`src/timer_pkg.sv`:
```
// Function
// - D1 pin carries complementary PWM wave
// - D1 pin carries reset-synchronous PWM wave
// - D1 pin carries plain PWM wave
// - D1 pin acts as compare output
// - D1 pin acts as capture input
// - Start bit high makes counter count
// - Counters default to free-running after reset
// - Overflow sets flag, counter wraps to zero
// - Enabled overflow flag raises interrupt request
// - Clear source selects compare-match clearing
// - Match sets flag; clears counter when clear source selects it
// - Enabled match flag raises interrupt request
// - Prescaler picks system, divided or oscillator
// - External clock counts rise, fall or both
// - Compare match drives pin low, high, toggle
// - Level equal to pin leaves pin unchanged
// - Match fires as counter leaves matching value
// - Match applies selected level to pin
// - Capture edge copies counter into register
// - Capture edge selectable rise, fall, both
// - Capture event may clear the counter
package timer_pkg;
  localparam int          CNT_W       = 16;
  localparam logic [15:0] COUNT_RESET = 16'h0000;
  localparam logic [15:0] COUNT_MAX   = 16'hffff;
  localparam logic [4:0]  DIV_RESET   = 5'h00;
  // Prescaler codes
  localparam logic [2:0] PSC_DIV1  = 3'h0;
  localparam logic [2:0] PSC_DIV2  = 3'h1;
  localparam logic [2:0] PSC_DIV4  = 3'h2;
  localparam logic [2:0] PSC_DIV8  = 3'h3;
  localparam logic [2:0] PSC_DIV32 = 3'h4;
  localparam logic [2:0] PSC_OSC   = 3'h5;
  localparam logic [2:0] PSC_EXT   = 3'h6;
  // Edge select codes, 2 and 3 both mean both edges
  localparam logic [1:0] EDGE_RISE = 2'h0;
  localparam logic [1:0] EDGE_FALL = 2'h1;
  localparam logic [1:0] EDGE_BOTH = 2'h2;
  // Pin I/O select; bit 2 set means capture, low bits give the edge
  localparam logic [2:0] IO_NONE   = 3'h0;
  localparam logic [2:0] IO_LOW    = 3'h1;
  localparam logic [2:0] IO_HIGH   = 3'h2;
  localparam logic [2:0] IO_TOGGLE = 3'h3;
  localparam int         IO_CAP    = 2;
  // Clear source codes
  localparam logic [2:0] CLR_NONE = 3'h0;
  localparam logic [2:0] CLR_A    = 3'h1;
  localparam logic [2:0] CLR_B    = 3'h2;
  localparam logic [2:0] CLR_D    = 3'h4;
  // Flag and pin positions
  localparam int FLAG_OVF = 0;
  localparam int FLAG_A   = 1;
  localparam int PIN_A    = 0;
  localparam int PIN_B    = 1;
  localparam int PIN_D    = 3;
  localparam logic [1:0] CMD_NORMAL = 2'h0;
  localparam logic [1:0] CMD_RSYNC  = 2'h1;

  typedef enum logic [2:0] {
    FN_GPIO = 3'h0, FN_COMPARE = 3'h1, FN_CAPTURE = 3'h3,
    FN_PWM = 3'h2, FN_RSYNC = 3'h6, FN_COMPL = 3'h7
  } pinDFunc_type;

  typedef struct packed {
    logic [2:0]      prescalerSelect;
    logic [1:0]      extEdgeSelect;
    logic [2:0]      clearSource;
    logic [3:0][2:0] ioSelect;
    logic [4:0]      irqEnable;
  } chanCfg_type;

  typedef struct packed {
    logic       outputDisable;
    logic [1:0] combinationMode;
    logic       pwmVariant;
    logic       pwmSelect;
  } pinDCfg_type;

  typedef struct packed {
    logic [15:0]       count;
    logic [3:0][15:0]  gr;
    logic [4:0]        flags;
    logic [3:0]        pinLevel;
    logic [3:0]        pinOe;
    logic [3:0]        pinPrev;
    logic              irq;
  } chanState_type;

  typedef struct packed {
    logic [4:0]               divCnt;
    logic                     extPrev;
    chanState_type [1:0]      ch;
    pinDFunc_type             dFunc;
    logic                     dOut;
    logic                     dOe;
  } state_type;
endpackage

```
`src/capture_compare_timer_counter.sv`:
```
`timescale 1ns/1ns
`default_nettype none
module capture_compare_timer_counter
  import timer_pkg::*;
(
  input  wire logic                  mclk,
  input  wire logic                  rst_n,
  input  wire logic [1:0]            startBits,
  input  wire chanCfg_type [1:0]     chanCfg,
  input  wire logic [1:0][3:0]       grLoad,
  input  wire logic [15:0]           grData,
  input  wire logic [1:0][4:0]       flagClear,
  input  wire logic                  osc40Tick,
  input  wire logic                  extClockPin,
  input  wire logic [1:0][3:0]       capcmpIn,
  input  wire pinDCfg_type           pinDCfg,
  input  wire logic                  complPwmWave,
  input  wire logic                  resetSyncPwmWave,
  input  wire logic                  pwmWave,
  input  wire logic                  gpioOut,
  input  wire logic                  gpioOe,
  output var  chanState_type [1:0]   chanStatus,
  output var  pinDFunc_type          chan1PinDFunc,
  output var  logic                  chan1PinDOut,
  output var  logic                  chan1PinDOe
);

  // ==========================================================
  // Decode helpers
  function automatic logic edgeHit(input logic [1:0] sel, input logic now,
                                   input logic prev);
    logic rise;
    logic fall;
    rise = now & ~prev;
    fall = ~now & prev;
    if (sel == EDGE_RISE) begin
      edgeHit = rise;
    end else if (sel == EDGE_FALL) begin
      edgeHit = fall;
    end else begin
      edgeHit = rise | fall;
    end
  endfunction

  function automatic logic countTick(input chanCfg_type cfg, input logic [4:0] div,
                                     input logic osc, input logic ext,
                                     input logic extPrev);
    case (cfg.prescalerSelect)
      PSC_DIV1:  countTick = 1'b1;
      PSC_DIV2:  countTick = div[0];
      PSC_DIV4:  countTick = &div[1:0];
      PSC_DIV8:  countTick = &div[2:0];
      PSC_DIV32: countTick = &div;
      PSC_OSC:   countTick = osc;
      default:   countTick = edgeHit(cfg.extEdgeSelect, ext, extPrev);
    endcase
  endfunction

  function automatic pinDFunc_type pinDFunction(input pinDCfg_type p,
                                                input logic [2:0] io);
    if (p.outputDisable) begin
      pinDFunction = FN_GPIO;
    end else if (p.combinationMode[1]) begin
      pinDFunction = FN_COMPL;
    end else if (p.combinationMode == CMD_RSYNC) begin
      pinDFunction = FN_RSYNC;
    end else if (!p.pwmVariant) begin
      pinDFunction = FN_GPIO;
    end else if (p.pwmSelect) begin
      pinDFunction = FN_PWM;
    end else if (io[IO_CAP]) begin
      pinDFunction = FN_CAPTURE;
    end else if (io != IO_NONE) begin
      pinDFunction = FN_COMPARE;
    end else begin
      pinDFunction = FN_GPIO;
    end
  endfunction

  // ==========================================================
  // State
  state_type             stateReg;
  state_type             stateNext;
  logic [1:0]            tickVec;
  logic [1:0][3:0]       matchVec;

  always_comb begin
    chanState_type cs;
    chanState_type ns;
    pinDFunc_type  fn;
    logic          tick;
    logic          isCap;
    logic          isCmp;
    logic          capHit;
    logic          clr;
    logic [3:0]    ev;
    cs = '0;
    ns = '0;
    fn = FN_GPIO;
    tick = 1'b0;
    isCap = 1'b0;
    isCmp = 1'b0;
    capHit = 1'b0;
    clr = 1'b0;
    ev = '0;
    tickVec = '0;
    matchVec = '0;
    stateNext = stateReg;
    stateNext.divCnt = stateReg.divCnt + 5'h01;
    stateNext.extPrev = extClockPin;
    fn = pinDFunction(pinDCfg, chanCfg[1].ioSelect[PIN_D]);
    for (int c = 0; c < 2; c++) begin
      cs = stateReg.ch[c];
      ns = cs;
      ns.pinPrev = capcmpIn[c];
      // Stopped counters hold; capture still records the frozen value
      tick = startBits[c] & countTick(chanCfg[c], stateReg.divCnt, osc40Tick,
                                      extClockPin, stateReg.extPrev);
      tickVec[c] = tick;
      for (int i = 0; i < 4; i++) begin
        isCap = chanCfg[c].ioSelect[i][IO_CAP];
        isCmp = !isCap && chanCfg[c].ioSelect[i] != IO_NONE;
        if (c == 1 && i == PIN_D) begin
          isCap = fn == FN_CAPTURE;
          isCmp = fn == FN_COMPARE;
        end
        // Match fires on the count edge that leaves the equal value
        matchVec[c][i] = tick && !isCap && cs.count == cs.gr[i];
        capHit = isCap && edgeHit(chanCfg[c].ioSelect[i][1:0], capcmpIn[c][i],
                                  cs.pinPrev[i]);
        if (grLoad[c][i]) begin
          ns.gr[i] = grData;
        end
        if (capHit) begin
          ns.gr[i] = cs.count;
        end
        if (isCmp && matchVec[c][i]) begin
          case (chanCfg[c].ioSelect[i])
            IO_LOW:    ns.pinLevel[i] = 1'b0;
            IO_HIGH:   ns.pinLevel[i] = 1'b1;
            default:   ns.pinLevel[i] = ~cs.pinLevel[i];
          endcase
        end
        ns.pinOe[i] = isCmp;
        ev[i] = matchVec[c][i] || capHit;
      end
      clr = startBits[c] && chanCfg[c].clearSource != CLR_NONE &&
            chanCfg[c].clearSource <= CLR_D &&
            ev[2'(chanCfg[c].clearSource - CLR_A)];
      if (clr) begin
        ns.count = COUNT_RESET;
      end else if (tick) begin
        ns.count = cs.count + 16'h0001;
      end
      // Set wins over a clear in the same cycle
      ns.flags = (cs.flags & ~flagClear[c]) |
                 {ev, tick && !clr && cs.count == COUNT_MAX};
      ns.irq = |(ns.flags & chanCfg[c].irqEnable);
      stateNext.ch[c] = ns;
    end
    stateNext.dFunc = fn;
    case (fn)
      FN_COMPL:   stateNext.dOut = complPwmWave;
      FN_RSYNC:   stateNext.dOut = resetSyncPwmWave;
      FN_PWM:     stateNext.dOut = pwmWave;
      FN_COMPARE: stateNext.dOut = stateNext.ch[1].pinLevel[PIN_D];
      FN_CAPTURE: stateNext.dOut = 1'b0;
      default:    stateNext.dOut = gpioOut;
    endcase
    stateNext.dOe = (fn == FN_GPIO) ? gpioOe : (fn != FN_CAPTURE);
  end

  always_ff @(posedge mclk or negedge rst_n) begin
    if (!rst_n) begin
      stateReg <= '0;
    end else begin
      stateReg <= stateNext;
    end
  end

  assign chanStatus    = stateReg.ch;
  assign chan1PinDFunc = stateReg.dFunc;
  assign chan1PinDOut  = stateReg.dOut;
  assign chan1PinDOe   = stateReg.dOe;
endmodule
`default_nettype wire

```
`config.mk`:
```
export PLATFORM = sky130hd
export DESIGN_NAME = capture_compare_timer_counter
export DESIGN_NICKNAME = d
export VERILOG_FILES = /design/src/timer_pkg.sv /design/src/capture_compare_timer_counter.sv
export SDC_FILE = /design/constraint.sdc
export NUM_CORES = 1
export LEC_CHECK = 0
export BUFFER_PORTS_ARGS = -buffer_cell sky130_fd_sc_hd__buf_2
export CAP_MARGIN = 20
export CORE_UTILIZATION = 51
export CTS_BUF_LIST = sky130_fd_sc_hd__clkbuf_16
export DETAILED_ROUTE_END_ITERATION = 8
export PLACE_DENSITY = 0.87
export SETUP_SLACK_MARGIN = 0.3
export SYNTH_ARGS = -nofsm -noshare
export SYNTH_HDL_FRONTEND = slang
export SYNTH_SLANG_ARGS = --single-unit
```
`constraint.sdc`:
```
create_clock -name mclk -period 3.1 [get_ports mclk]
set_input_delay 0.93 -clock mclk [delete_from_list [all_inputs] [get_ports mclk]]
set_output_delay 0.93 -clock mclk [all_outputs]
set_load 0.01 [all_outputs]
```
# Word-level counts from Yosys, hierarchy flattened
# Index checks and enable logic that the tools add are counted.
# word_totals
latchBits,0
input_bits,108
romBits,0
mem_count,0
register_bits,207
ram_bits,0
# op_classes
n_reduce_logical,105
addsub,5
shift,0
n_mux,64
multipliers,0
n_eq_ne,53
bitwise_logic,63
div_mod_pow,0
order_cmp,4
# ops
cell,count
$mux 16,20
$eq 16x16->1,8
$logic_and 1x1->1,49
$eq 3x2->1 const B,14
$eq 3x1->1 const B,11
$add 16x1->16 const B,2
$eq 16x16->1 const B,2
$reduce_bool 3->1,10
$not 1->1,26
$mux 1,25
$eq 2x1->1 const B,11
$and 1x1->1,20
$and 5x5->5,4
$logic_not 2->1,10
$reduce_bool 2->1,10
$eq 3x3->1 const B,6
$pmux 1 s2,8
$pmux 1 s6,2
$logic_not 1->1,10
$not 5->5,2
$or 5x5->5,2
$reduce_or 5->1,2
$logic_not 3->1,3
$mux 3,3
13 further kinds,34

# Logic depth before layout (Yosys ltp)
# logic_depth
word_depth,22
depth_mapped,13
depth_no_buf,11

# Worst setup path after synthesis
# Ideal clock, no wire load.
# synth_timing
path_kind,in2reg
start,in extClockPin
end,"reg stateReg, in the netlist chanStatus[187]"
setup_time_ns,0.119
slack_ns,0.159
cell_stages,11
required_ns,2.981
arrival_ns,2.822
path_cell_list,inv_1 -> ha_1 -> and3_1 -> o21ai_0 -> and4_1 -> buf_4 -> nor4b_1 -> nor2_1 -> o32ai_4 -> buf_6 -> nor2_1
# synth_via
elab_chain_len,14
# synth_rtl
element,line_no,text
start: declaration,capture_compare_timer_counter.sv:14,"input wire logic extClockPin,"
$not 1->1,capture_compare_timer_counter.sv:35,fall = ~now & prev;
$and 1x1->1,capture_compare_timer_counter.sv:35,
$or 1x1->1,capture_compare_timer_counter.sv:41,edgeHit = rise | fall;
$mux 1,capture_compare_timer_counter.sv:38,end else if (sel == EDGE_FALL) begin
$mux 1 (*),capture_compare_timer_counter.sv:36,if (sel == EDGE_RISE) begin
$pmux 1 s6 (*),capture_compare_timer_counter.sv:48,case (cfg.prescalerSelect)
$and 1x1->1 (*),capture_compare_timer_counter.sv:117,"tick = startBits[c] & countTick(chanCfg[c], stateReg.divCnt, osc40Tick,"
$logic_and 1x1->1 (2 in series),capture_compare_timer_counter.sv:128,matchVec[c][i] = tick && !isCap && cs.count == cs.gr[i];
$logic_or 1x1->1,capture_compare_timer_counter.sv:145,ev[i] = matchVec[c][i] || capHit;
$bmux 1 s2,capture_compare_timer_counter.sv:149,ev[2'(chanCfg[c].clearSource - CLR_A)];
$mux 1 (implied by the code),capture_compare_timer_counter.sv:149,
$logic_and 1x1->1,capture_compare_timer_counter.sv:148,chanCfg[c].clearSource <= CLR_D &&
$mux 16 / $reduce_bool 2->1 (equally long branches),--,
end signal: assignment,capture_compare_timer_counter.sv:177,stateReg <= stateNext;
end: declaration,capture_compare_timer_counter.sv:82,state_type stateReg;
# Mark *: on every way between the ends. The rest lies on a longest branch, timed or not. The select of a mux whose other input is x is not followed.
# A chain may end at the register's enable or synchronous reset.

==> flow_metrics.py <==
metrics = {
    "outcome": {
        "result_of_the_run": "finished clean",
    },
    "clocking": {
        "clock_tree_buffer_depth": 3,
        "cts_tree": "yes",
        "insertion_delay_ps": 510,
        "clock-root-buffer": "sky130_fd_sc_hd__clkbuf_16",
        "cts_buffers": 22,
        "ctsHtreeMaxLevel": 1,
        "worst_setup_hold_path_clk_slew_ps": 60,
        "hold_fix_buffers_cts": 0,
        "cts_num_sinks": 207,
    },
    "global_routing": {
        "antenna_violations_before_repair": 1,
        "grt_pass1_wl_um": 58400,
        "busiest_layer_in_global_routing": "met2",
        "globalRouteMet3Util": 0.0623,
        "grtUsageMet1": 0.376,
        "grt_start_max_net_pins": 70,
        "grt_usage": 0.290,
        "globalRouteMet2Util": 0.458,
        "grt_pass1_vias": 10200,
        "grt-ovfl-total": 0,
    },
    "floorplan": {
        "placement_rows": 58,
        "floorplan.initialDensity": 0.520,
        "die-area_mm2": 0.0263,
        "fp.dieW_um": 162,
        "core_region_area_mm2": 0.0252,
        "die_h_um": 162,
        "design.portCount": 309,
    },
    "logic_synthesis": {
        "synth-warning-count": 0,
        "synth_adder_area_share": 0.0239,
        "syn_avg_cell_area_um2": 9.41,
        "mapped_area_mm2": 0.0131,
        "syn-num-nets": 1524,
        "synth-compound-area-share": 0.0827,
        "yosysUniqueCellTypes": 62,
        "portion_of_netlist_area_occupied_by_mux_cells": 0.109,
        "synth_simple_gate_area_frac": 0.119,
        "ys_ff_latch": 207,
        "synth_xor_xnor_area_share": 0.108,
        "ys.flop_type": "sky130_fd_sc_hd__dfrtp_1",
        "syn_inst_count": 1391,
        "async_set_or_reset_register_ratio_after_synthesis": 1.00,
        "synth-edff-count": 0,
        "dominant_combinational_cell_family_by_area_after_synthesis": "buffers and inverters",
        "synth.yosys.seq_area_share": 0.396,
    },
    "sta": {
        "finalMaxSlewViolations": 0,
        "final.setup_skew_ps": 12.7,
        "finalCritPeriodShare": 0.880,
        "finalHoldWorstSlack_ps": 433,
        "max_slew.worst_pin.slew_ps": 623,
        "report.final.hold_viol_count": 0,
        "achievable-frequency_mhz": 366,
        "setup_tns_ps": 0,
        "final_setup_viols": 0,
        "period_minus_slack_ps": 2730,
        "timing.max_slew.rel_slack": 0.584,
        "rsz0062_at_grt": "yes",
    },
    "finish": {
        "final_cell_mix": "307 x sky130_fd_sc_hd__buf_2, 206 x sky130_fd_sc_hd__dfrtp_1, 186 x sky130_fd_sc_hd__nor2_1, 136 x sky130_fd_sc_hd__a21oi_1, 133 x sky130_fd_sc_hd__mux2i_1",
        "layout.cells.non_filler": 1838,
        "layout_commonest_cell": "sky130_fd_sc_hd__buf_2",
        "fin_util": 0.572,
        "antenna_cells_inserted": 0,
        "synthToLayoutAreaGrowth_pct": 10.0,
        "layout.cell_area.non_filler_mm2": 0.0144,
        "final_nets": 1626,
        "layout-drive-gt1-share": 0.284,
    },
    "placed_design": {
        "placed_cell_area_mm2": 0.0136,
        "dp.cells": 1796,
        "numPortBuffers": 308,
        "gp_congestion": 0.946,
        "detailedPlacementHpwl_um": 28100,
    },
    "worst_setup_path": {
        "worst-path-max-fanout": 11,
        "worst_ep_arrival_time_ps": 3110,
        "startpoint_type": "flip-flop",
        "r2r_cells": 12,
        "worst_r2r_endpoint": "chanStatus[98]",
        "cp-endpoint": "chanStatus[98]",
        "critPathLaunch": "stateReg[202]",
        "timing_worst_setup_path_type": "flip-flop to flip-flop",
        "required_ps": 3480,
        "critPathCaptureType": "flip-flop",
        "r2r_setup_slack_ps": 370,
        "critical_path.reg2reg.startpoint": "stateReg[202]",
    },
    "power": {
        "power_leakage_uw": 0.00745,
        "max-vdd-ir-drop_uv": 350,
        "power.density_cell_area_mw_per_mm2": 583,
    },
    "run": {
        "cap_violations": 0,
    },
    "routing": {
        "drt_first_iter_violations": 870,
        "num_vias": 10300,
        "detail_route.wl_per_cell_um": 21.1,
        "post_route_ant_nets": 0,
        "drt-pass1-iter-count": 8,
        "post-route-drc-count": 0,
        "route.detailed.vias_per_inst": 5.62,
        "postRouteWirelength_um": 38900,
    },
    "hold_path": {
        "hp-class": "input pin to asynchronous set/reset pin",
    },
}
==> routing by layer <==
layer  wire, µm  share of wire
met3       3580          0.092
met1      15400           0.40
met5          8        0.00021
met4       1900          0.049
met2      18000           0.46
==> cell usage after synthesis (all sizes together), types with 6 or more instances <==
master  instances  area (µm²)
a21oi         136         681
and3           10        62.6
buf           254        1820
clkbuf         39         146
dfrtp         207        5180
ha             25         313
inv            40         150
mux2            8        90.1
mux2i         133        1330
nand2          31         119
nand3          25         125
nand4          29         181
nor2          188         708
nor2b           6        37.5
nor3           11        55.1
nor4           13        87.6
o211ai          6        50.1
o21ai          11        55.1
xnor2          85         744
xor2           76         666
==> logic make-up (layout without fill, tap and decap cells) <==
kind of cell,count (synthesis),after routing
AOI/OAI and AO/OA,187,187
xor gates and xnor gates,161,161
adders and majority gates,25,25
buffers and inverters,333,450
DFF,207,207
muxes,141,141
and+or+nand+nor,337,337
==> critical path, stage by stage, from the launching register on <==
cell and delay [ps]:
sky130_fd_sc_hd__dfrtp_2 420, sky130_fd_sc_hd__ha_2 210, sky130_fd_sc_hd__and3_1 180, sky130_fd_sc_hd__ha_1 190, sky130_fd_sc_hd__mux2i_1 130, sky130_fd_sc_hd__a32oi_1 120
sky130_fd_sc_hd__and4_1 240, sky130_fd_sc_hd__buf_12 160, sky130_fd_sc_hd__nor4b_2 170, sky130_fd_sc_hd__nand3b_1 180, sky130_fd_sc_hd__a22o_1 250, sky130_fd_sc_hd__a211oi_2 230
sky130_fd_sc_hd__o41ai_2 120
==> sequential cells by signal (all words and copies together) (netlist names) <==
signal	count
chan1PinDFunc	3
chan1PinDOe	1
chan1PinDOut	1
chanStatus	196
stateReg	6
==> power breakdown <==
group          switching (µW)  internal, µW  total [µW]
Sequential                413          3050        3470
Clock                    1090          1580        2670
Combinational            1300           962        2260
Total                    2800          5600        8400
==> final cells by class <==
type,count,area (µm²)
fillers,2064,10800
multi-input cells,851,5850
flip-flops and latches,207,5180
repair buffers,371,2090
clock buffers,23,576
well taps,330,413
inverters,40,150
clock inverters,16,145
==> how the worst min path moves through the flow <==
| stage | slack (ps) | depth (start not counted) | end |
|---|---|---|---|
| floorplan | 440 | 1 | stateReg[205] |
| global placement | 450 | 1 | stateReg[205] |
| detailed placement | 470 | 1 | stateReg[205] |
| CTS | 470 | 1 | chanStatus[172] |
| global route | 480 | 1 | chanStatus[102] |
| finish | 430 | 1 | chan1PinDOut |
==> through the flow <==
step,setup WS [ps],total power [µW]
6_report,371,8400
5_1_grt,253,8750
4_1_cts,325,8400
3_5_place_dp,-2.79,5720
3_3_place_gp,53.2,5640
2_1_floorplan,305,5200
==> timing repair <==
| action | 4_1_cts | 5_1_grt |
|---|---|---|
| buffers inserted | 0 | 3 |
| pin swaps | 0 | 3 |
| setup endpoints to repair | 1 | 35 |
| gates resized for setup | 2 | 6 |
| endpoints found under the hold margin | 0 | 0 |
(Power assumes the default switching activity.)
